File: config.mk
export PLATFORM = sky130hd
export DESIGN_NAME = effe_top
export DESIGN_NICKNAME = d
export VERILOG_FILES = /design/src/effe_crc8.v /design/src/effe_top.v
export VERILOG_INCLUDE_DIRS = /design/src /design/src/src
export SDC_FILE = /design/constraint.sdc
export NUM_CORES = 1
export LEC_CHECK = 0
export ABC_CLOCK_PERIOD_IN_PS = 5800
export BUFFER_PORTS_ARGS = -buffer_cell sky130_fd_sc_hd__buf_2
export CORE_MARGIN = 1.5
export CORE_UTILIZATION = 45
export DETAILED_ROUTE_END_ITERATION = 8
export GPL_TIMING_DRIVEN = 0
export SLEW_MARGIN = 30
export SYNTH_ARGS = -nofsm -noshare
export SYNTH_HDL_FRONTEND = slang
export SYNTH_HIERARCHICAL = 1
export SYNTH_SLANG_ARGS = --single-unit
export TNS_END_PERCENT = 10
File: constraint.sdc
create_clock -name clk -period 5.8 [get_ports clk]
set_input_delay 0.58 -clock clk [delete_from_list [all_inputs] [get_ports clk]]
set_output_delay 0.58 -clock clk [all_outputs]
set_load 0.01 [all_outputs]
File: src/effe_map.vh
// Constants for the Ethernet frame format engine
`ifndef EFFE_MAP_VH
`define EFFE_MAP_VH

// Register byte offsets
`define EFFE_OFS_CFG      8'h00
`define EFFE_OFS_STATUS   8'h04
`define EFFE_OFS_RXFRAMES 8'h08
`define EFFE_OFS_RXBAD    8'h0C

// Configuration fields
`define EFFE_CFG_TX_FCS_USER 0
`define EFFE_CFG_RX_FCS_PASS 1
`define EFFE_CFG_LEN_CHECK   2
`define EFFE_CFG_JUMBO       3
`define EFFE_CFG_RESET       4'h0

// Status fields
`define EFFE_ST_BAD      0
`define EFFE_ST_FCS_ERR  1
`define EFFE_ST_RUNT     2
`define EFFE_ST_OVERSIZE 3
`define EFFE_ST_LEN_ERR  4
`define EFFE_ST_MCAST    5
`define EFFE_ST_BCAST    6
`define EFFE_ST_VLAN     7
`define EFFE_ST_PAUSE    8
`define EFFE_ST_TYPE     9

// Framing values
`define EFFE_PREAMBLE     8'h55
`define EFFE_SFD          8'hD5
`define EFFE_PRE_LAST     4'h6
`define EFFE_TYPE_MIN     16'h0600
`define EFFE_VLAN_TYPE    16'h8100
`define EFFE_PAUSE_TYPE   16'h8808
`define EFFE_MIN_FRAME    16'h0040
`define EFFE_MIN_NOFCS    16'h003C
`define EFFE_MAX_FRAME    16'h05EE
`define EFFE_MAX_VLAN     16'h05F2
`define EFFE_HDR_FCS      16'h0012
`define EFFE_HDR_LEN      16'h000E
`define EFFE_MIN_DATA     16'h002E
`define EFFE_CRC_INIT     32'hFFFF_FFFF
`define EFFE_CRC_RESIDUE  32'hDEBB_20E3
`define EFFE_CRC_POLY     32'hEDB8_8320

`endif

File: src/effe_crc8.v
// Byte-wide CRC-32 update, reflected form
`timescale 1ns/10ps
`include "effe_map.vh"

module effe_crc8 (
    input  wire [31:0] crc_in,
    input  wire [7:0]  data,
    output reg  [31:0] crc_out
);

    integer i;

    // LSB of each byte enters first, matching wire order
    always @* begin
        crc_out = crc_in;
        for (i = 0; i < 8; i = i + 1) begin
            if (crc_out[0] ^ data[i]) begin
                crc_out = (crc_out >> 1) ^ `EFFE_CRC_POLY;
            end else begin
                crc_out = crc_out >> 1;
            end
        end
    end

endmodule

File: src/effe_top.v
// Ethernet frame format engine: transmit framing, receive checking, register slave
//
// Our own choices: the placing of the registers and the Wishbone interface to the registers.
`timescale 1ns/10ps
`include "effe_map.vh"

module effe_top #(
    parameter CNT_W = 16
) (
    input  wire        clk,
    input  wire        srst,
    input  wire [7:0]  wb_adr_i,
    input  wire [31:0] wb_dat_i,
    input  wire [3:0]  wb_sel_i,
    input  wire        wb_we_i,
    input  wire        wb_cyc_i,
    input  wire        wb_stb_i,
    output reg  [31:0] wb_dat_o,
    output reg         wb_ack_o,
    input  wire [7:0]  tx_data,
    input  wire        tx_valid,
    input  wire        tx_last,
    output reg         tx_ready,
    output reg  [7:0]  phy_txd,
    output reg         phy_tx_en,
    output reg         phy_tx_er,
    input  wire [7:0]  phy_rxd,
    input  wire        phy_rx_dv,
    output reg  [7:0]  rx_data,
    output reg         rx_valid,
    output reg         rx_last,
    output reg         rx_user
);

    localparam T_IDLE = 3'd0;
    localparam T_PRE  = 3'd1;
    localparam T_SFD  = 3'd2;
    localparam T_DATA = 3'd3;
    localparam T_PAD  = 3'd4;
    localparam T_FCS  = 3'd5;

    localparam R_IDLE = 2'd0;
    localparam R_DATA = 2'd1;
    localparam R_DROP = 2'd2;

    // Register file
    reg  [3:0]  cfg_q;
    reg  [9:0]  status_q;
    reg  [31:0] rx_frames_q;
    reg  [31:0] rx_bad_q;
    wire        wb_req;

    // Transmit state
    reg  [2:0]       tx_state_q;
    reg  [3:0]       pre_cnt_q;
    reg  [CNT_W-1:0] tx_cnt_q;
    reg  [1:0]       fcs_cnt_q;
    reg  [31:0]      tx_crc_q;
    reg              tx_fcs_user_q;
    wire [31:0]      tx_crc_d;
    wire [7:0]       tx_crc_byte;
    wire             tx_take;

    // Receive state
    reg  [7:0]       rxd_s1_q;
    reg  [7:0]       rxd_s2_q;
    reg              dv_s1_q;
    reg              dv_s2_q;
    reg  [1:0]       rx_state_q;
    reg  [CNT_W-1:0] rx_cnt_q;
    reg  [31:0]      rx_crc_q;
    wire [31:0]      rx_crc_d;
    reg  [31:0]      fcs_dly_q;
    reg  [7:0]       pend_q;
    reg              pend_v_q;
    reg  [15:0]      lt_q;
    reg              mcast_q;
    reg              bcast_q;
    reg              pass_q;
    reg              len_chk_q;
    reg              jumbo_q;

    // Delivery decision for the byte leaving the FCS delay
    reg              del_v;
    reg  [7:0]       del_b;
    reg  [CNT_W-1:0] del_idx;
    reg              strip;

    // End-of-frame checks
    wire             is_len;
    wire             is_vlan;
    wire             is_pause;
    wire [CNT_W-1:0] data_len;
    wire             fcs_err;
    wire             runt;
    wire             oversize;
    wire             len_err;
    wire             frame_err;

    // ------------------------------------------------------------------
    // Wishbone classic slave, one wait state, ack one cycle wide
    // ------------------------------------------------------------------
    assign wb_req = wb_cyc_i & wb_stb_i & ~wb_ack_o;

    always @(posedge clk) begin
        if (srst) begin
            wb_ack_o <= 1'b0;
            wb_dat_o <= 32'h0000_0000;
            cfg_q    <= `EFFE_CFG_RESET;
        end else begin
            wb_ack_o <= wb_req;
            wb_dat_o <= 32'h0000_0000;
            if (wb_req && wb_we_i) begin
                if (wb_adr_i == `EFFE_OFS_CFG && wb_sel_i[0]) begin
                    cfg_q <= wb_dat_i[3:0];
                end
            end
            if (wb_req && !wb_we_i) begin
                // Unmapped offsets read zero and still ack
                case (wb_adr_i)
                    `EFFE_OFS_CFG:      wb_dat_o <= {28'h000_0000, cfg_q};
                    `EFFE_OFS_STATUS:   wb_dat_o <= {22'h00_0000, status_q};
                    `EFFE_OFS_RXFRAMES: wb_dat_o <= rx_frames_q;
                    `EFFE_OFS_RXBAD:    wb_dat_o <= rx_bad_q;
                    default:            wb_dat_o <= 32'h0000_0000;
                endcase
            end
        end
    end

    // ------------------------------------------------------------------
    // Transmit framing
    // ------------------------------------------------------------------
    assign tx_take     = tx_valid & tx_ready;
    assign tx_crc_byte = (tx_state_q == T_PAD) ? 8'h00 : tx_data;

    effe_crc8 u_tx_crc (
        .crc_in  (tx_crc_q),
        .data    (tx_crc_byte),
        .crc_out (tx_crc_d)
    );

    always @(posedge clk) begin
        if (srst) begin
            tx_state_q    <= T_IDLE;
            pre_cnt_q     <= 4'h0;
            tx_cnt_q      <= {CNT_W{1'b0}};
            fcs_cnt_q     <= 2'd0;
            tx_crc_q      <= `EFFE_CRC_INIT;
            tx_fcs_user_q <= 1'b0;
            tx_ready      <= 1'b0;
            phy_txd       <= 8'h00;
            phy_tx_en     <= 1'b0;
            phy_tx_er     <= 1'b0;
        end else begin
            phy_tx_er <= 1'b0;
            case (tx_state_q)
                T_IDLE: begin
                    phy_tx_en <= 1'b0;
                    phy_txd   <= 8'h00;
                    pre_cnt_q <= 4'h0;
                    tx_fcs_user_q <= cfg_q[`EFFE_CFG_TX_FCS_USER];
                    if (tx_valid) begin
                        tx_state_q <= T_PRE;
                    end
                end
                T_PRE: begin
                    phy_txd   <= `EFFE_PREAMBLE;
                    phy_tx_en <= 1'b1;
                    pre_cnt_q <= pre_cnt_q + 4'h1;
                    if (pre_cnt_q == `EFFE_PRE_LAST) begin
                        tx_state_q <= T_SFD;
                    end
                end
                T_SFD: begin
                    phy_txd    <= `EFFE_SFD;
                    tx_state_q <= T_DATA;
                    tx_ready   <= 1'b1;
                    tx_cnt_q   <= {CNT_W{1'b0}};
                    tx_crc_q   <= `EFFE_CRC_INIT;
                end
                T_DATA: begin
                    if (tx_take) begin
                        phy_txd  <= tx_data;
                        tx_crc_q <= tx_crc_d;
                        tx_cnt_q <= tx_cnt_q + 1'b1;
                        if (tx_last) begin
                            tx_ready  <= 1'b0;
                            fcs_cnt_q <= 2'd0;
                            if (tx_fcs_user_q) begin
                                tx_state_q <= T_IDLE;
                            end else if (tx_cnt_q < `EFFE_MIN_NOFCS - 16'h0001) begin
                                tx_state_q <= T_PAD;
                            end else begin
                                tx_state_q <= T_FCS;
                            end
                        end
                    end else begin
                        // Underrun mid-frame cannot be hidden; mark it
                        phy_txd   <= 8'h00;
                        phy_tx_er <= 1'b1;
                    end
                end
                T_PAD: begin
                    phy_txd  <= 8'h00;
                    tx_crc_q <= tx_crc_d;
                    tx_cnt_q <= tx_cnt_q + 1'b1;
                    if (tx_cnt_q == `EFFE_MIN_NOFCS - 16'h0001) begin
                        tx_state_q <= T_FCS;
                    end
                end
                T_FCS: begin
                    // low reflected byte first puts x31 first on the wire
                    phy_txd   <= ~tx_crc_q[7:0];
                    tx_crc_q  <= {8'h00, tx_crc_q[31:8]};
                    fcs_cnt_q <= fcs_cnt_q + 2'd1;
                    if (fcs_cnt_q == 2'd3) begin
                        tx_state_q <= T_IDLE;
                    end
                end
                default: begin
                    tx_state_q <= T_IDLE;
                    tx_ready   <= 1'b0;
                    phy_tx_en  <= 1'b0;
                end
            endcase
        end
    end

    // ------------------------------------------------------------------
    // Receive checking
    // ------------------------------------------------------------------
    // Pin synchronisers
    always @(posedge clk) begin
        if (srst) begin
            rxd_s1_q <= 8'h00;
            rxd_s2_q <= 8'h00;
            dv_s1_q  <= 1'b0;
            dv_s2_q  <= 1'b0;
        end else begin
            rxd_s1_q <= phy_rxd;
            rxd_s2_q <= rxd_s1_q;
            dv_s1_q  <= phy_rx_dv;
            dv_s2_q  <= dv_s1_q;
        end
    end

    effe_crc8 u_rx_crc (
        .crc_in  (rx_crc_q),
        .data    (rxd_s2_q),
        .crc_out (rx_crc_d)
    );

    assign is_len   = lt_q < `EFFE_TYPE_MIN;
    assign is_vlan  = lt_q == `EFFE_VLAN_TYPE;
    assign is_pause = lt_q == `EFFE_PAUSE_TYPE;
    assign data_len = rx_cnt_q - `EFFE_HDR_FCS;
    assign fcs_err  = rx_crc_q != `EFFE_CRC_RESIDUE;
    assign runt     = rx_cnt_q < `EFFE_MIN_FRAME;
    assign oversize = ~jumbo_q &
                      (rx_cnt_q > (is_vlan ? `EFFE_MAX_VLAN : `EFFE_MAX_FRAME));
    // length against data size; padded frames may exceed it
    assign len_err  = len_chk_q & is_len & ~runt &
                      ((lt_q > data_len) |
                       ((data_len > `EFFE_MIN_DATA) & (lt_q != data_len)));
    assign frame_err = fcs_err | runt | oversize | len_err;

    always @* begin
        // FCS bytes held back unless forwarded
        del_v   = pass_q | (rx_cnt_q >= 16'h0004);
        del_b   = pass_q ? rxd_s2_q : fcs_dly_q[31:24];
        del_idx = pass_q ? rx_cnt_q : rx_cnt_q - 16'h0004;
        // pad bytes beyond stated length dropped unless FCS forwarded
        strip   = ~pass_q & is_len & (del_idx >= lt_q + `EFFE_HDR_LEN);
    end

    always @(posedge clk) begin
        if (srst) begin
            rx_state_q  <= R_IDLE;
            rx_cnt_q    <= {CNT_W{1'b0}};
            rx_crc_q    <= `EFFE_CRC_INIT;
            fcs_dly_q   <= 32'h0000_0000;
            pend_q      <= 8'h00;
            pend_v_q    <= 1'b0;
            lt_q        <= 16'h0000;
            mcast_q     <= 1'b0;
            bcast_q     <= 1'b0;
            pass_q      <= 1'b0;
            len_chk_q   <= 1'b0;
            jumbo_q     <= 1'b0;
            status_q    <= 10'h000;
            rx_frames_q <= 32'h0000_0000;
            rx_bad_q    <= 32'h0000_0000;
            rx_data     <= 8'h00;
            rx_valid    <= 1'b0;
            rx_last     <= 1'b0;
            rx_user     <= 1'b0;
        end else begin
            rx_valid <= 1'b0;
            rx_last  <= 1'b0;
            rx_user  <= 1'b0;
            case (rx_state_q)
                R_IDLE: begin
                    if (dv_s2_q) begin
                        if (rxd_s2_q == `EFFE_SFD) begin
                            rx_state_q <= R_DATA;
                            rx_cnt_q   <= {CNT_W{1'b0}};
                            rx_crc_q   <= `EFFE_CRC_INIT;
                            pend_v_q   <= 1'b0;
                            lt_q       <= 16'h0000;
                            bcast_q    <= 1'b1;
                            pass_q     <= cfg_q[`EFFE_CFG_RX_FCS_PASS];
                            len_chk_q  <= cfg_q[`EFFE_CFG_LEN_CHECK];
                            jumbo_q    <= cfg_q[`EFFE_CFG_JUMBO];
                        end else if (rxd_s2_q != `EFFE_PREAMBLE) begin
                            rx_state_q <= R_DROP;
                        end
                    end
                end
                R_DATA: begin
                    if (dv_s2_q) begin
                        rx_crc_q  <= rx_crc_d;
                        fcs_dly_q <= {fcs_dly_q[23:0], rxd_s2_q};
                        if (rx_cnt_q != {CNT_W{1'b1}}) begin
                            rx_cnt_q <= rx_cnt_q + 1'b1;
                        end
                        if (rx_cnt_q == 16'h0000) begin
                            mcast_q <= rxd_s2_q[0];
                        end
                        if (rx_cnt_q < 16'h0006 && rxd_s2_q != 8'hFF) begin
                            bcast_q <= 1'b0;
                        end
                        if (rx_cnt_q == 16'h000C) begin
                            lt_q[15:8] <= rxd_s2_q;
                        end
                        if (rx_cnt_q == 16'h000D) begin
                            lt_q[7:0] <= rxd_s2_q;
                        end
                        if (del_v && !strip) begin
                            pend_q   <= del_b;
                            pend_v_q <= 1'b1;
                            if (pend_v_q) begin
                                rx_data  <= pend_q;
                                rx_valid <= 1'b1;
                            end
                        end
                    end else begin
                        // last and error with final byte after checks
                        rx_state_q <= R_IDLE;
                        rx_data    <= pend_v_q ? pend_q : 8'h00;
                        rx_valid   <= 1'b1;
                        rx_last    <= 1'b1;
                        rx_user    <= frame_err;
                        pend_v_q   <= 1'b0;
                        status_q   <= {~is_len, is_pause, is_vlan, bcast_q, mcast_q,
                                       len_err, oversize, runt, fcs_err, frame_err};
                        rx_frames_q <= rx_frames_q + 32'h0000_0001;
                        if (frame_err) begin
                            rx_bad_q <= rx_bad_q + 32'h0000_0001;
                        end
                    end
                end
                R_DROP: begin
                    // Garbage before the delimiter; wait for carrier to end
                    if (!dv_s2_q) begin
                        rx_state_q <= R_IDLE;
                    end
                end
                default: begin
                    rx_state_q <= R_IDLE;
                end
            endcase
        end
    end

endmodule

==> results by group <==
Run status
  – Status: completed

STA
  – RSZ-0062 raised after global routing: no
  – Layout Skew: 0.0234 ns
  – Slew HR: 0.364
  – Setup TNS: 0 ns
  – Measured slew at the worst slew-check pin: 0.954 ns
  – Fin crit share: 0.831
  – Maximum clock frequency: 0.208 GHz
  – Final setup viols: 0
  – Final Max Tran Viols: 0
  – Fin. Hold Viols: 0
  – Minimum clock period: 4.82 ns
  – PnR worst setup slack: 0.983 ns

Synthesis
  – Most common library cells after synthesis: dfxtp_1, nor2_1, nand2_1
  – Mapped Area: 17400 µm²
  – Most frequent cell after synthesis: dfxtp_1
  – Post-synth EDFFs: 0
  – Syn Area/Cell: 8.70 µm²
  – Top_reg_cell synth: dfxtp_1
  – Sequential element share of the synthesized area: 0.370
  – Post-Synthesis Cells: 1997
  – Yosys top cell area share: 0.370
  – Synth area leaders: dfxtp_1, xnor2_1, nor2_1
  – Yosys Warn Count: 6
  – Area leader, netlist: dfxtp_1
  – Post-synth cell types: 79
  – Post-synth ARST share: 0
  – FF+latch count, synth: 321
  – Syn nets: 2115

Floorplanning
  – Core Box Area: 37800 µm²
  – Row count: 71
  – Die width: 199 µm
  – Initial core utilization: 0.459
  – Die area: 39800 µm²
  – Ports: 123
  – Die Y: 199 µm

Power
  – Power density over the cells: 253 nW/µm²
  – PnR Total Power: 5010 µW
  – LEAKAGE: 0.00738 µW
  – Max rail drop VDD: 205 µV

Place
  – Post-DP HPWL: 35600 µm
  – Post-placement worst setup slack: 1.01 ns
  – Placed cells: 2598
  – Cell Area, Placed: 18500 µm²
  – # port buffers: 90
  – Routability cong.: 0.901

Cells and area
  – Nets: 2244
  – Fin area: 19800 µm²
  – Share of layout cells above drive strength 1: 0.130
  – Synth-to-layout area growth: 13.8%
  – Fill count: 3675
  – Fin cells: 2666
  – Diodes inserted: 0

Clocking
  – Clock Tree Root: clkbuf_16
  – Post-CTS Setup Bufs: 0
  – Worst-path clk slew: 0.06 ns
  – Clock latency at the later pin of the worst-skew pair: 0.58 ns
  – CTS buffer count: 37
  – H-tree depth: 2
  – Hold_buf cts: 0
  – CTS sink count: 321
  – CTS tree: done
  – Cts repair resizes: 0
  – Clock Path Buffers: 3

Critical path
  – CP endpoint kind: flop
  – Slowest CP cell: or4b_4
  – Reg2reg path depth: 17
  – CP endpoint: rx_bad_q[2]$_SDFFE_PP0P_
  – CP Data Arrival Time: 5.28 ns
  – Worst R2R End: rx_bad_q[2]$_SDFFE_PP0P_
  – Worst-path cell chain: buf_2 -> inv_1 -> ha_1 -> nand2b_1 -> clkbuf_1 -> a211o_1 -> nor4_1 -> xnor2_1 -> ha_1 -> a21oi_1 -> nand2_1 -> a2111oi_0 -> nand3_1 -> or4b_4 -> o21ba_2 -> o21ai_0 -> mux2_2
  – Worst-path maximum fanout: 10
  – CP startpoint kind: flop
  – R2r setup slk: 0.98 ns
  – Crit path top cell by count: ha_1
  – WP data required: 6.26 ns
  – Worst setup path class: flop to flop
  – Crit path from: rx_cnt_q[3]$_SDFFE_PP0P_
  – CP max stage delay: 0.61 ns
  – Reg2reg start: rx_cnt_q[3]$_SDFFE_PP0P_

Flow run
  – Max Cap Violations: 0

Routing
  – Total number of vias: 14764
  – Drt first pass iters: 8
  – DRT Wirelength: 48400 µm
  – Vias per cell: 5.54
  – Number of remaining DRC errors: 0
  – Final ANT Viol Nets: 0
  – Initial DRC count: 987
  – WL per Instance: 18.1 µm

Global route
  – Largest net degree at the start of global routing: 15
  – First-pass GRT wire length: 76200 µm
  – GRT Total Usage: 0.244
  – Vias in the first global route: 14048
  – Remaining Overflow, GRT: 0
  – Initial antenna violation count: 0

Hold path
  – Class of the worst hold path: input pin to flop
cell usage in the layout, fill, tap and decap left out, types with 12 or more instances in the layout:
cell / synthesis / routed
buf_2: 6 / 96
clkbuf_16: 0 / 37
a22oi_1: 31 / 31
a31oi_1: 21 / 21
and3_1: 21 / 21
a21oi_1: 123 / 123
mux2_2: 61 / 61
nor4_1: 21 / 19
a21o_1: 14 / 14
clkbuf_1: 113 / 115
buf_1: 12 / 12
xnor2_1: 122 / 122
dfxtp_1: 321 / 321
o22ai_1: 56 / 56
or3_1: 20 / 20
nand4_1: 40 / 40
inv_1: 23 / 23
a211o_1: 26 / 26
nor2b_1: 70 / 70
ha_1: 50 / 50
nor3_1: 31 / 31
nand3_1: 60 / 60
nand2b_1: 51 / 51
mux2i_1: 29 / 29
o21ai_0: 29 / 29
xor2_1: 76 / 76
nand2_1: 168 / 168
nor2_1: 238 / 238
flip-flops by register name, summed over array words and instances (netlist names), 16 cells and up:
name         count
rx_frames_q     32
lt_q            16
wb_dat_o        32
tx_cnt_q        16
rx_crc_q        32
fcs_dly_q       32
tx_crc_q        32
rx_cnt_q        16
rx_bad_q        32
per-layer routing:
metal | up-vias | global-route usage | part of all wire
met1 | 7097 | 0.341 | 0.48
met2 | 338 | 0.384 | 0.45
met4 | 0 | 0.0925 | 0.031
met3 | 83 | 0.0297 | 0.043
met5 | - | 0 | 0
li1 | 7246 | - | -
logic make-up (layout without fill, tap and decap cells):
logic type	Yosys count	count (layout)	synth area share
and+or+nand+nor	767	767	0.216
AOI/OAI and AO/OA	373	373	0.143
adders and majority gates	50	50	0.0360
buffers and inverters	157	315	0.0357
muxes	100	100	0.0656
xor gates and xnor gates	229	229	0.134
DFF	321	321	0.370
worst min path at each step:
| stage | cells after the start | end | from |
|---|---|---|---|
| final | 2 | rxd_s1_q[4]$_SDFF_PP0_ | phy_rxd[4] |
| after global routing | 2 | rxd_s1_q[5]$_SDFF_PP0_ | phy_rxd[5] |
| after CTS | 2 | rxd_s1_q[5]$_SDFF_PP0_ | phy_rxd[5] |
| after detailed placement | 1 | rxd_s2_q[5]$_SDFF_PP0_ | rxd_s1_q[5]$_SDFF_PP0_ |
| after global placement | 1 | rxd_s2_q[4]$_SDFF_PP0_ | rxd_s1_q[4]$_SDFF_PP0_ |
| after floorplan | 1 | dv_s2_q$_SDFF_PP0_ | dv_s1_q$_SDFF_PP0_ |
stage by stage:
stage          utilization  hold slack [ns]
5_1_grt              0.522            0.217
4_1_cts              0.522            0.188
2_1_floorplan            -            0.414
6_report             0.522            0.213
3_5_place_dp         0.488            0.424
3_3_place_gp         0.488            0.417
critical path: cells and delay by family (launching register included):
family                     cells  cell delay [ns]
buffers and inverters          3             0.57
muxes                          1             0.35
adders and majority gates      2             0.56
DFF                            1             0.33
and+or+nand+nor                5             1.25
AOI/OAI and AO/OA              5             1.50
xor gates and xnor gates       1             0.17
area by class of cell:
type,instances,area (µm²),share of cell area
inverter,23,86.3,0.00437
clock inverter,24,269,0.0136
timing repair buffer,90,450,0.0228
tap,511,639,0.0323
sequential,321,6430,0.325
clock buffer,44,1000,0.0507
buffer,134,533,0.0270
multi-input combinational,1519,10400,0.524
power breakdown:
group          internal, µW  leakage [µW]  switching, µW  total (µW)
registers              2210       0.00259           12.9        2230
logic                   165       0.00418            203         368
clock network          1390      0.000613           1020        2410
total                  3770       0.00738           1230        5010
No activity file was read; power rests on OpenSTA's default activity.
